===== config.mk =====
export PLATFORM = sky130hd
export DESIGN_NAME = vrr_register_file
export DESIGN_NICKNAME = d
export VERILOG_FILES = /design/src/vrr_pkg.sv /design/src/vrr_register_file.sv
export SDC_FILE = /design/constraint.sdc
export NUM_CORES = 1
export LEC_CHECK = 0
export ABC_CLOCK_PERIOD_IN_PS = 5700
export BUFFER_PORTS_ARGS = -buffer_cell sky130_fd_sc_hd__buf_2
export CAP_MARGIN = 30
export CORE_MARGIN = 8
export CORE_UTILIZATION = 55
export DETAILED_ROUTE_END_ITERATION = 7
export PLACE_DENSITY = 0.86
export SLEW_MARGIN = 20
export SYNTH_ARGS = -nofsm -noshare
export SYNTH_HDL_FRONTEND = slang
export SYNTH_SLANG_ARGS = --single-unit

===== constraint.sdc =====
create_clock -name ref_clk -period 5.7 [get_ports ref_clk]
set_input_delay 1.14 -clock ref_clk [delete_from_list [all_inputs] [get_ports ref_clk]]
set_output_delay 1.14 -clock ref_clk [all_outputs]
set_load 0.01 [all_outputs]

===== src/vrr_pkg.sv =====
// Constants and types for the serial-bus register file
package vrr_pkg;
    localparam logic [7:0] IDX_PRIMARY_STATUS = 8'h10;
    localparam logic [7:0] IDX_BUS_ERROR_STATUS = 8'h11;
    localparam logic [7:0] IDX_ERROR_SHADOW = 8'h1c;
    localparam logic [7:0] IDX_TEMP_MAX = 8'h22;
    localparam logic [7:0] IDX_UNSUP_LO = 8'h27;
    localparam logic [7:0] IDX_UNSUP_HI = 8'h2f;
    localparam logic [7:0] IDX_CEILING = 8'h30;
    localparam logic [7:0] IDX_SETPOINT = 8'h31;
    localparam logic [7:0] IDX_POWER_STATE = 8'h32;
    localparam logic [7:0] IDX_MARGIN = 8'h33;
    localparam logic [7:0] IDX_MULTI_CFG = 8'h34;
    localparam logic [7:0] IDX_SCRATCH = 8'h35;
    localparam logic [7:0] IDX_UNUSED_LO = 8'h36;
    localparam logic [7:0] IDX_UNUSED_HI = 8'h6f;
    localparam logic [7:0] RST_CEILING = 8'hfb;
    localparam logic [7:0] RST_ZERO = 8'h00;
    localparam logic [7:0] TEMP_MAX_VALUE = 8'h64;
    localparam int BIT_SETTLED = 0;
    localparam int BIT_THERM = 1;
    localparam int BIT_OVERCUR = 2;
    localparam int BIT_ERR_CHANGE = 7;
    localparam int BIT_PARITY = 0;
    localparam int BIT_FRAME = 1;
    // Zone bit that marks 97 percent of the maximum temperature
    localparam int ZONE_BIT_97 = 6;
    // Bus commands
    typedef enum logic [2:0]
    {
        VRR_CMD_NONE = 3'h0,
        VRR_CMD_SET_VOLTAGE = 3'h1,
        VRR_CMD_GET_REGISTER = 3'h2,
        VRR_CMD_SET_INDEX = 3'h3,
        VRR_CMD_SET_INDEXED_DATA = 3'h4
    } vrr_cmd_t;
    // Acknowledge codes
    typedef enum logic [1:0]
    {
        VRR_ACK_NONE = 2'h0,
        VRR_ACK_OK = 2'h1,
        VRR_ACK_NOT_SUPPORTED = 2'h2
    } vrr_ack_t;
endpackage


===== src/vrr_register_file.sv =====
// Serial-bus register file of a dual-output regulator controller
`timescale 1ns/1ps
module vrr_register_file
(
    input wire logic ref_clk,
    input wire logic rst_n,
    input wire logic clk_en,
    input wire vrr_pkg::vrr_cmd_t cmd,
    input wire logic [7:0] cmd_index,
    input wire logic [7:0] cmd_data,
    input wire logic parity_error,
    input wire logic frame_error,
    input wire logic output_in_window,
    input wire logic [7:0] temperature_zone,
    input wire logic overcurrent_flag,
    input wire logic pwm_state_we,
    input wire logic [7:0] pwm_state_data,
    output logic [1:0] ack_reg,
    output logic [7:0] read_data_reg,
    output logic alert_n_reg,
    output logic [7:0] target_code_reg,
    output logic [7:0] power_state_reg,
    output logic [7:0] multi_regulator_config_reg
);
    import vrr_pkg::*;

    // ----------------------------------------
    // Register storage
    // ----------------------------------------
    logic [7:0] ceiling_reg;
    logic [7:0] setpoint_reg;
    logic [7:0] margin_reg;
    logic [7:0] scratch_reg;
    logic [7:0] err_reg;
    logic [7:0] shadow_reg;
    logic settled_reg;
    logic overcur_latch_reg;
    logic err_change_reg;
    logic slewing_reg;
    logic [7:0] status_live;
    logic [7:0] status_prev_reg;
    logic write_any;
    logic [7:0] write_index;
    logic write_hit;
    logic unsupported;
    logic read_status;
    logic read_err;
    logic [7:0] read_value;
    logic sv_over;

    assign read_status = (cmd == VRR_CMD_GET_REGISTER) && (cmd_index == IDX_PRIMARY_STATUS);
    assign read_err = (cmd == VRR_CMD_GET_REGISTER) && (cmd_index == IDX_BUS_ERROR_STATUS);
    // Indexed data goes to the scratch pointer, not the command index
    assign write_any = (cmd == VRR_CMD_SET_INDEXED_DATA);
    assign write_index = scratch_reg;
    assign sv_over = (cmd == VRR_CMD_SET_VOLTAGE) && (cmd_data > ceiling_reg);
    assign write_hit = write_any && (write_index >= IDX_CEILING) && (write_index <= IDX_SCRATCH);

    // ----------------------------------------
    // Status assembly
    // ----------------------------------------
    always_comb
    begin
        status_live = 8'h00;
        status_live[BIT_SETTLED] = settled_reg;
        status_live[BIT_THERM] = temperature_zone[ZONE_BIT_97];
        status_live[BIT_OVERCUR] = overcur_latch_reg;
        status_live[BIT_ERR_CHANGE] = err_change_reg;
    end

    always_comb
    begin
        unsupported = 1'b0;
        read_value = 8'h00;
        case (cmd_index)
            IDX_PRIMARY_STATUS: read_value = status_live;
            IDX_BUS_ERROR_STATUS: read_value = err_reg;
            IDX_ERROR_SHADOW: read_value = shadow_reg;
            IDX_TEMP_MAX: read_value = TEMP_MAX_VALUE;
            IDX_CEILING: read_value = ceiling_reg;
            IDX_SETPOINT: read_value = setpoint_reg;
            IDX_POWER_STATE: read_value = power_state_reg;
            IDX_MARGIN: read_value = margin_reg;
            IDX_MULTI_CFG: read_value = multi_regulator_config_reg;
            IDX_SCRATCH: read_value = scratch_reg;
            default:
            begin
                // Unlisted indexes outside 0x27-0x2f and 0x36-0x6f belong to blocks outside this file; those two ranges are refused
                if ((cmd_index >= IDX_UNSUP_LO && cmd_index <= IDX_UNSUP_HI) ||
                    (cmd_index >= IDX_UNUSED_LO && cmd_index <= IDX_UNUSED_HI))
                begin
                    unsupported = 1'b1;
                end
            end
        endcase
    end

    // ----------------------------------------
    // Master-writable registers
    // ----------------------------------------
    always_ff @(posedge ref_clk or negedge rst_n)
    begin
        if (!rst_n)
        begin
            ceiling_reg <= RST_CEILING;
            setpoint_reg <= RST_ZERO;
            margin_reg <= RST_ZERO;
            multi_regulator_config_reg <= RST_ZERO;
            scratch_reg <= RST_ZERO;
        end
        else if (clk_en)
        begin
            if (cmd == VRR_CMD_SET_INDEX)
                scratch_reg <= cmd_data;
            if (cmd == VRR_CMD_SET_VOLTAGE && !sv_over)
                setpoint_reg <= cmd_data;
            if (write_hit)
            begin
                case (write_index)
                    IDX_CEILING: ceiling_reg <= cmd_data;
                    IDX_SETPOINT: setpoint_reg <= cmd_data;
                    IDX_MARGIN: margin_reg <= cmd_data;
                    IDX_MULTI_CFG: multi_regulator_config_reg <= cmd_data;
                    IDX_SCRATCH: scratch_reg <= cmd_data;
                    default: ;
                endcase
            end
        end
    end

    // Regulator logic wins over a same-cycle master write
    always_ff @(posedge ref_clk or negedge rst_n)
    begin
        if (!rst_n)
            power_state_reg <= RST_ZERO;
        else if (clk_en)
        begin
            if (pwm_state_we)
                power_state_reg <= pwm_state_data;
            else if (write_hit && write_index == IDX_POWER_STATE)
                power_state_reg <= cmd_data;
        end
    end

    // Offset wraps in 8 bits; no saturation applied
    always_ff @(posedge ref_clk or negedge rst_n)
    begin
        if (!rst_n)
            target_code_reg <= RST_ZERO;
        else if (clk_en)
            target_code_reg <= 8'(setpoint_reg + margin_reg);
    end

    // ----------------------------------------
    // Settling and overcurrent
    // ----------------------------------------
    always_ff @(posedge ref_clk or negedge rst_n)
    begin
        if (!rst_n)
        begin
            slewing_reg <= 1'b0;
            settled_reg <= 1'b0;
        end
        else if (clk_en)
        begin
            if (cmd == VRR_CMD_SET_VOLTAGE && !sv_over)
            begin
                slewing_reg <= 1'b1;
                settled_reg <= 1'b0;
            end
            else if (slewing_reg && output_in_window)
            begin
                slewing_reg <= 1'b0;
                settled_reg <= 1'b1;
            end
        end
    end

    // Latch sets on the event; a status read reloads it from the live flag
    always_ff @(posedge ref_clk or negedge rst_n)
    begin
        if (!rst_n)
            overcur_latch_reg <= 1'b0;
        else if (clk_en)
        begin
            if (overcurrent_flag)
                overcur_latch_reg <= 1'b1;
            else if (read_status)
                overcur_latch_reg <= 1'b0;
        end
    end

    // ----------------------------------------
    // Error status and shadow
    // ----------------------------------------
    always_ff @(posedge ref_clk or negedge rst_n)
    begin
        if (!rst_n)
        begin
            err_reg <= RST_ZERO;
            shadow_reg <= RST_ZERO;
            err_change_reg <= 1'b0;
        end
        else if (clk_en)
        begin
            if (read_err)
                shadow_reg <= err_reg;
            // New errors win over the clear of a read in the same cycle
            err_reg <= 8'h00;
            err_reg[BIT_PARITY] <= parity_error | (err_reg[BIT_PARITY] & ~read_err);
            err_reg[BIT_FRAME] <= frame_error | (err_reg[BIT_FRAME] & ~read_err);
            if (parity_error || frame_error)
                err_change_reg <= 1'b1;
            else if (read_err)
                err_change_reg <= 1'b0;
        end
    end

    // ----------------------------------------
    // Answer and alert
    // ----------------------------------------
    always_ff @(posedge ref_clk or negedge rst_n)
    begin
        if (!rst_n)
        begin
            ack_reg <= VRR_ACK_NONE;
            read_data_reg <= RST_ZERO;
        end
        else if (clk_en)
        begin
            ack_reg <= VRR_ACK_NONE;
            if (sv_over)
                ack_reg <= VRR_ACK_NOT_SUPPORTED;
            else if (cmd == VRR_CMD_GET_REGISTER)
            begin
                ack_reg <= unsupported ? VRR_ACK_NOT_SUPPORTED : VRR_ACK_OK;
                read_data_reg <= read_value;
            end
            else if (write_any)
                ack_reg <= write_hit ? VRR_ACK_OK : VRR_ACK_NOT_SUPPORTED;
            else if (cmd != VRR_CMD_NONE)
                ack_reg <= VRR_ACK_OK;
        end
    end

    // Alert held low until the master reads primary status
    always_ff @(posedge ref_clk or negedge rst_n)
    begin
        if (!rst_n)
        begin
            status_prev_reg <= RST_ZERO;
            alert_n_reg <= 1'b1;
        end
        else if (clk_en)
        begin
            status_prev_reg <= status_live;
            if (status_live != status_prev_reg)
                alert_n_reg <= 1'b0;
            else if (read_status)
                alert_n_reg <= 1'b1;
        end
    end
endmodule // vrr_register_file


### Word-level counts from Yosys, hierarchy flattened

Index checks and enable logic that the tools add are counted.

| storage, ports and cells | value |
|---|---|
| register bits | 79 |
| input bits | 43 |
| output and inout bits | 35 |
| logic and storage cells | 109 |

| cells by class | value |
|---|---|
| add/sub/neg operators | 1 |
| magnitude comparators | 7 |
| equal/unequal tests | 21 |
| mux-type cells | 27 |
| bitwise gates (word level) | 6 |
| reduce and logical (&&, ||, !) cells | 30 |

Operators by type and width:

| cell | number |
|---|---|
| $eq A8 B6 Y1 const B | 13 |
| $pmux W8 S10 | 1 |
| $mux W8 | 8 |
| $eq A8 B5 Y1 const B | 3 |
| $ge A8 B6 Y1 const B | 3 |
| $le A8 B6 Y1 const B | 2 |
| $mux W1 | 13 |
| $reduce_and A2 Y1 | 6 |
| $reduce_and A3 Y1 | 4 |
| $logic_and A1 B1 Y1 | 10 |
| $mux W2 | 5 |
| $reduce_bool A2 Y1 | 5 |
| $reduce_or A10 Y1 | 1 |
| $add A8 B8 Y8 | 1 |
| $gt A8 B8 Y1 | 1 |
| $le A8 B7 Y1 const B | 1 |
| $eq A3 B2 Y1 const B | 2 |
| $ne A4 B4 Y1 | 1 |
| $eq A3 B1 Y1 const B | 1 |
| $eq A3 B3 Y1 const B | 1 |
| $reduce_bool A3 Y1 | 1 |
| $and A1 B1 Y1 | 2 |
| $logic_or A1 B1 Y1 | 2 |
| $not A1 Y1 | 2 |
| other kinds (2) | 3 |

### Logic depth before layout (Yosys ltp)

| logic depth | value |
|---|---|
| word-level depth | 8 |
| depth in mapped cells | 9 |
| depth with buffers taken out | 9 |

### Worst setup path after synthesis

No wires, ideal clock.

| timing path | value |
|---|---|
| path kind | input to register |
| start point | in cmd_data[1] |
| end point | reg setpoint_reg[0] |
| library setup time | 125 ps |
| arrival time | 2627 ps |
| required time | 5575 ps |
| setup slack | 2949 ps |
| cell stages on the path | 7 |
| buffers on the path | 0 |
| path through | ha_1 > nor2b_1 > o211ai_1 > a21oi_1 > o31ai_1 > a31oi_2 > mux2_2 |

| between the ends | value |
|---|---|
| longest elaborated chain between the ends | 7 |

Ends and longest elaborated chain:

| element | line | RTL |
|---|---|---|
| start, declared | vrr_register_file.sv:10 | `input wire logic [7:0] cmd_data,` |
| $gt A8 B8 Y1 * | vrr_register_file.sv:56 | `assign sv_over = (cmd == VRR_CMD_SET_VOLTAGE) && (cmd_data > ceiling_reg);` |
| $logic_and A1 B1 Y1 * | vrr_register_file.sv:56 |  |
| $logic_not A1 Y1 * | vrr_register_file.sv:115 | `if (cmd == VRR_CMD_SET_VOLTAGE && !sv_over)` |
| $logic_and A1 B1 Y1 * | vrr_register_file.sv:115 |  |
| $mux W8 * | vrr_register_file.sv:115 |  |
| $mux W8 | vrr_register_file.sv:119 | `case (write_index)` |
| $mux W8 * | vrr_register_file.sv:117 | `if (write_hit)` |
| end signal, assigned | vrr_register_file.sv:116 | `setpoint_reg <= cmd_data;` |
| end signal, assigned | vrr_register_file.sv:121 | `IDX_SETPOINT: setpoint_reg <= cmd_data;` |
| end, declared | vrr_register_file.sv:31 | `logic [7:0] setpoint_reg;` |

Mark *: on every way between the ends. The rest lies on a longest branch, timed or not.
A chain may end at the register's enable or synchronous reset.

### Final worst setup path

| timing path | value |
|---|---|
| start point | in cmd_data[1] |
| end point | reg setpoint_reg[6] |

Same word-level chain as after synthesis.

==> impl_summary.log <==
INFO  metric post-place-cells = 552
INFO  metric cts-buffers-inserted = 9
INFO  metric number_of_warnings_printed_during_yosys_synthesis = 0
INFO  metric grt_start_max_net_pins = 80
INFO  metric drtPass1Iterations = 5
INFO  metric post_cts.resized_instances = 0
INFO  metric die_area = 11000 um2
INFO  metric grt_overall_usage = 21.2%
INFO  metric postSynthAreaPerCell = 11.0 um2
INFO  metric finalHoldViolCount = 0
INFO  metric fp.dieH = 105 um
INFO  metric fmaxAchievable = 339 MHz
INFO  metric post_route_cells_drive_above_1_share = 33.8%
INFO  metric layout.cells.non_filler = 569
INFO  metric hp-class = flip-flop to flip-flop
INFO  metric met1_length = 4.97 mm
INFO  metric post_synthesis_xor_xnor_area_fraction = 2.02%
INFO  metric power.leakage = 2.31 nW
INFO  metric synth-compound-area-share = 13.9%
INFO  metric final.setup.tns = 0 ps
INFO  metric floorplan.die.width = 105 um
INFO  metric worst-endpoint-arrival = 3190 ps
INFO  metric tightestPinTransition = 884 ps
INFO  metric synth.net_count = 452
INFO  metric postSynthRegisterBits = 79
INFO  metric post_drt_via_cell_ratio = 6.15
INFO  metric clock-skew-final = 8.07 ps
INFO  metric clockRootBuffer = sky130_fd_sc_hd__clkbuf_8
INFO  metric status = completed
INFO  metric post-layout-total-power = 1.43 mW
INFO  metric io_buffer_count = 70
INFO  metric postSynthCellCount = 393
INFO  metric timing.max_cap.violations = 0
INFO  metric number_of_sinks_on_the_clock_net = 79
INFO  metric number_of_antenna_violations_at_the_first_check_in_global_routing = 0
INFO  metric post_synth_mux_area_share = 16.3%
INFO  metric unrepaired_setup_endpoints_after_global_routing = false
INFO  metric setup_viol = 0
INFO  metric num_antenna_cells = 0
INFO  metric post-synth-top-area-fraction = 40.9%
INFO  metric fin_crit_sh = 51.7%
INFO  metric synthToLayoutAreaGrowth = 14.9%
INFO  metric yosys.area.top_type = sky130_fd_sc_hd__dfrtp_1
INFO  metric dpl-instance-area = 4750 um2
INFO  metric crit_chain = buf_2, ha_1, nor2b_1, o211ai_1, a21oi_1, o31ai_1, a31oi_2, mux2_2
INFO  metric setup_slack_after_layout = 2750 ps
INFO  metric gp_congestion = 0.857
INFO  metric critical_path_class = input port to flip-flop
INFO  metric cts_h_tree_lvls = 3
INFO  metric met3_length = 724 um
INFO  metric synth_cell_type_count = 69
INFO  metric netlist_top_cells_area = sky130_fd_sc_hd__dfrtp_1, sky130_fd_sc_hd__mux2_2, sky130_fd_sc_hd__dfstp_2, sky130_fd_sc_hd__ha_1, sky130_fd_sc_hd__nand2_1
INFO  metric rows = 32
INFO  metric worst_setup_path_start_kind = input port
INFO  metric final_period_minus_worst_setup_slack = 2950 ps
INFO  metric detailedRoute.firstIterationViolations = 238
INFO  metric insertion_delay = 360 ps
INFO  metric layout.core_utilization = 64.9%
INFO  metric cts_hold_repair.buffers = 0
INFO  metric met2_wirelength = 5.56 mm
INFO  metric floorplan.io_pins = 78
INFO  metric ctsLongestPathBuffers = 2
INFO  metric clock_slew_seen_by_the_registers_of_the_worst_setup_and_hold_paths = 80 ps
INFO  metric worst-path-max-fanout = 8
INFO  metric post_synth_fa_ha_maj_area_fraction = 4.78%
INFO  metric cts_tree = yes
INFO  metric vdd_ir_drop_max = 0.292 mV
INFO  metric critPathTopFamily = compound AO/OA/AOI/OAI gates
INFO  metric synth-simple-area-share = 14.2%
INFO  metric highest-signal-layer = met4
INFO  metric final_area = 4990 um2
INFO  metric final-max-slew-violation-count = 0
INFO  metric ys.flop_type = sky130_fd_sc_hd__dfrtp_1
INFO  metric synth_top_family_by_area = multiplexers
INFO  metric setup_slack_placement = 2410 ps
INFO  metric pwr_density_cell = 287 nW/um2
INFO  metric timing.slew.headroom = 40.8%
INFO  metric post_synth_design_cell_area = 4340 um2
INFO  metric via_count_of_the_first_global_routing_pass = 3720
INFO  metric final_common_cell = sky130_fd_sc_hd__dfrtp_1
INFO  metric grt_pass1_wl = 18.8 mm
INFO  metric number_of_nets_in_the_layout = 521
INFO  metric cpPeakStageDelay = 540 ps
INFO  metric synth-seq-area-share = 45.8%
INFO  metric worst_setup_path_end_kind = flip-flop
INFO  metric wl_per_cell = 20.4 um
INFO  metric floorplan.core_area = 7690 um2
INFO  metric crit_slowest_cell = sky130_fd_sc_hd__o31ai_1
INFO  metric route.final.wire_length = 11.6 mm
INFO  metric route.vias.total = 3497
INFO  metric route.detailed.drc = 0
INFO  metric postSynth.asyncResetShare = 100%
INFO  metric detailedPlacementHpwl = 8.37 mm
INFO  metric worst-endpoint-required = 5940 ps
INFO  metric post_synth_edffs = 0
INFO  metric start_util = 56.5%
INFO  metric ant_nets = 0
INFO  metric post-cts-setup-buffers = 0
INFO  metric layout.cells.most_common_list = sky130_fd_sc_hd__dfrtp_1, sky130_fd_sc_hd__buf_2, sky130_fd_sc_hd__mux2_2
INFO  metric global_route.overflow_total = 0
INFO  metric hold-worst-slack = 478 ps
INFO  metric path_buf_inv = 1
kinds of logic after synthesis:
| kind of cell | count (synthesis) |
|---|---|
| compound gates | 90 |
| xor+xnor | 10 |
| fa+ha+maj | 16 |
| buf+inv | 29 |
| flops | 79 |
| mux | 59 |
| simple gates | 110 |
routing by layer:
layer,vias to the layer above,track usage (%)
met5,-,0
met4,0,10.6
met3,32,4.30
met2,130,34.6
met1,1741,26.2
li1,1594,-
area by class of cell:
class | count | area [um2]
clock buffers | 10 | 128
clock inverters | 6 | 85.1
flip-flops and latches | 79 | 1990
repair buffers | 71 | 380
multi-input cells | 285 | 2220
inverters | 16 | 60.1
fillers | 605 | 2700
well taps | 102 | 128
report_power, final:
group	leakage (nW)	internal, mW	switching (mW)
Combinational	1.25	0.136	0.150
Clock	0.102	0.245	0.209
Sequential	0.960	0.629	0.0640
Total	2.31	1.01	0.424
final timing paths:
kind / end / slack [ps] / cells past startpoint / startpoint
max: setpoint_reg[6] / 2750 / 8 / cmd_data[1]
min: read_data_reg[6] / 480 / 1 / read_data_reg[6]
max reg2reg: setpoint_reg[6] / 3120 / 8 / ceiling_reg[1]
min reg2reg: read_data_reg[6] / 480 / 1 / read_data_reg[6]
max in group asynchronous: ceiling_reg[5] / 4410 / 2 / rst_n
min in group asynchronous: read_data_reg[7] / 660 / 1 / rst_n
cell usage after synthesis (7+ instances only):
| cell | n |
|---|---|
| sky130_fd_sc_hd__inv_1 | 16 |
| sky130_fd_sc_hd__nand3_1 | 8 |
| sky130_fd_sc_hd__dfstp_2 | 8 |
| sky130_fd_sc_hd__a21oi_1 | 18 |
| sky130_fd_sc_hd__nor2_1 | 24 |
| sky130_fd_sc_hd__ha_1 | 15 |
| sky130_fd_sc_hd__nand2_1 | 35 |
| sky130_fd_sc_hd__mux2i_1 | 9 |
| sky130_fd_sc_hd__dfrtp_1 | 71 |
| sky130_fd_sc_hd__o21ai_0 | 19 |
| sky130_fd_sc_hd__xnor2_1 | 7 |
| sky130_fd_sc_hd__mux2_2 | 44 |
| sky130_fd_sc_hd__clkbuf_1 | 7 |
| sky130_fd_sc_hd__o22ai_1 | 8 |
worst register-to-register path: stages (launching register included):
cell                       delay, ps
sky130_fd_sc_hd__dfstp_2         550
sky130_fd_sc_hd__inv_1            40
sky130_fd_sc_hd__ha_1            280
sky130_fd_sc_hd__nor2b_1         180
sky130_fd_sc_hd__o211ai_1        100
sky130_fd_sc_hd__a21oi_1         180
sky130_fd_sc_hd__o31ai_1         170
sky130_fd_sc_hd__a31oi_2         550
sky130_fd_sc_hd__mux2_2          410
Power figures use the tool's default switching activity.
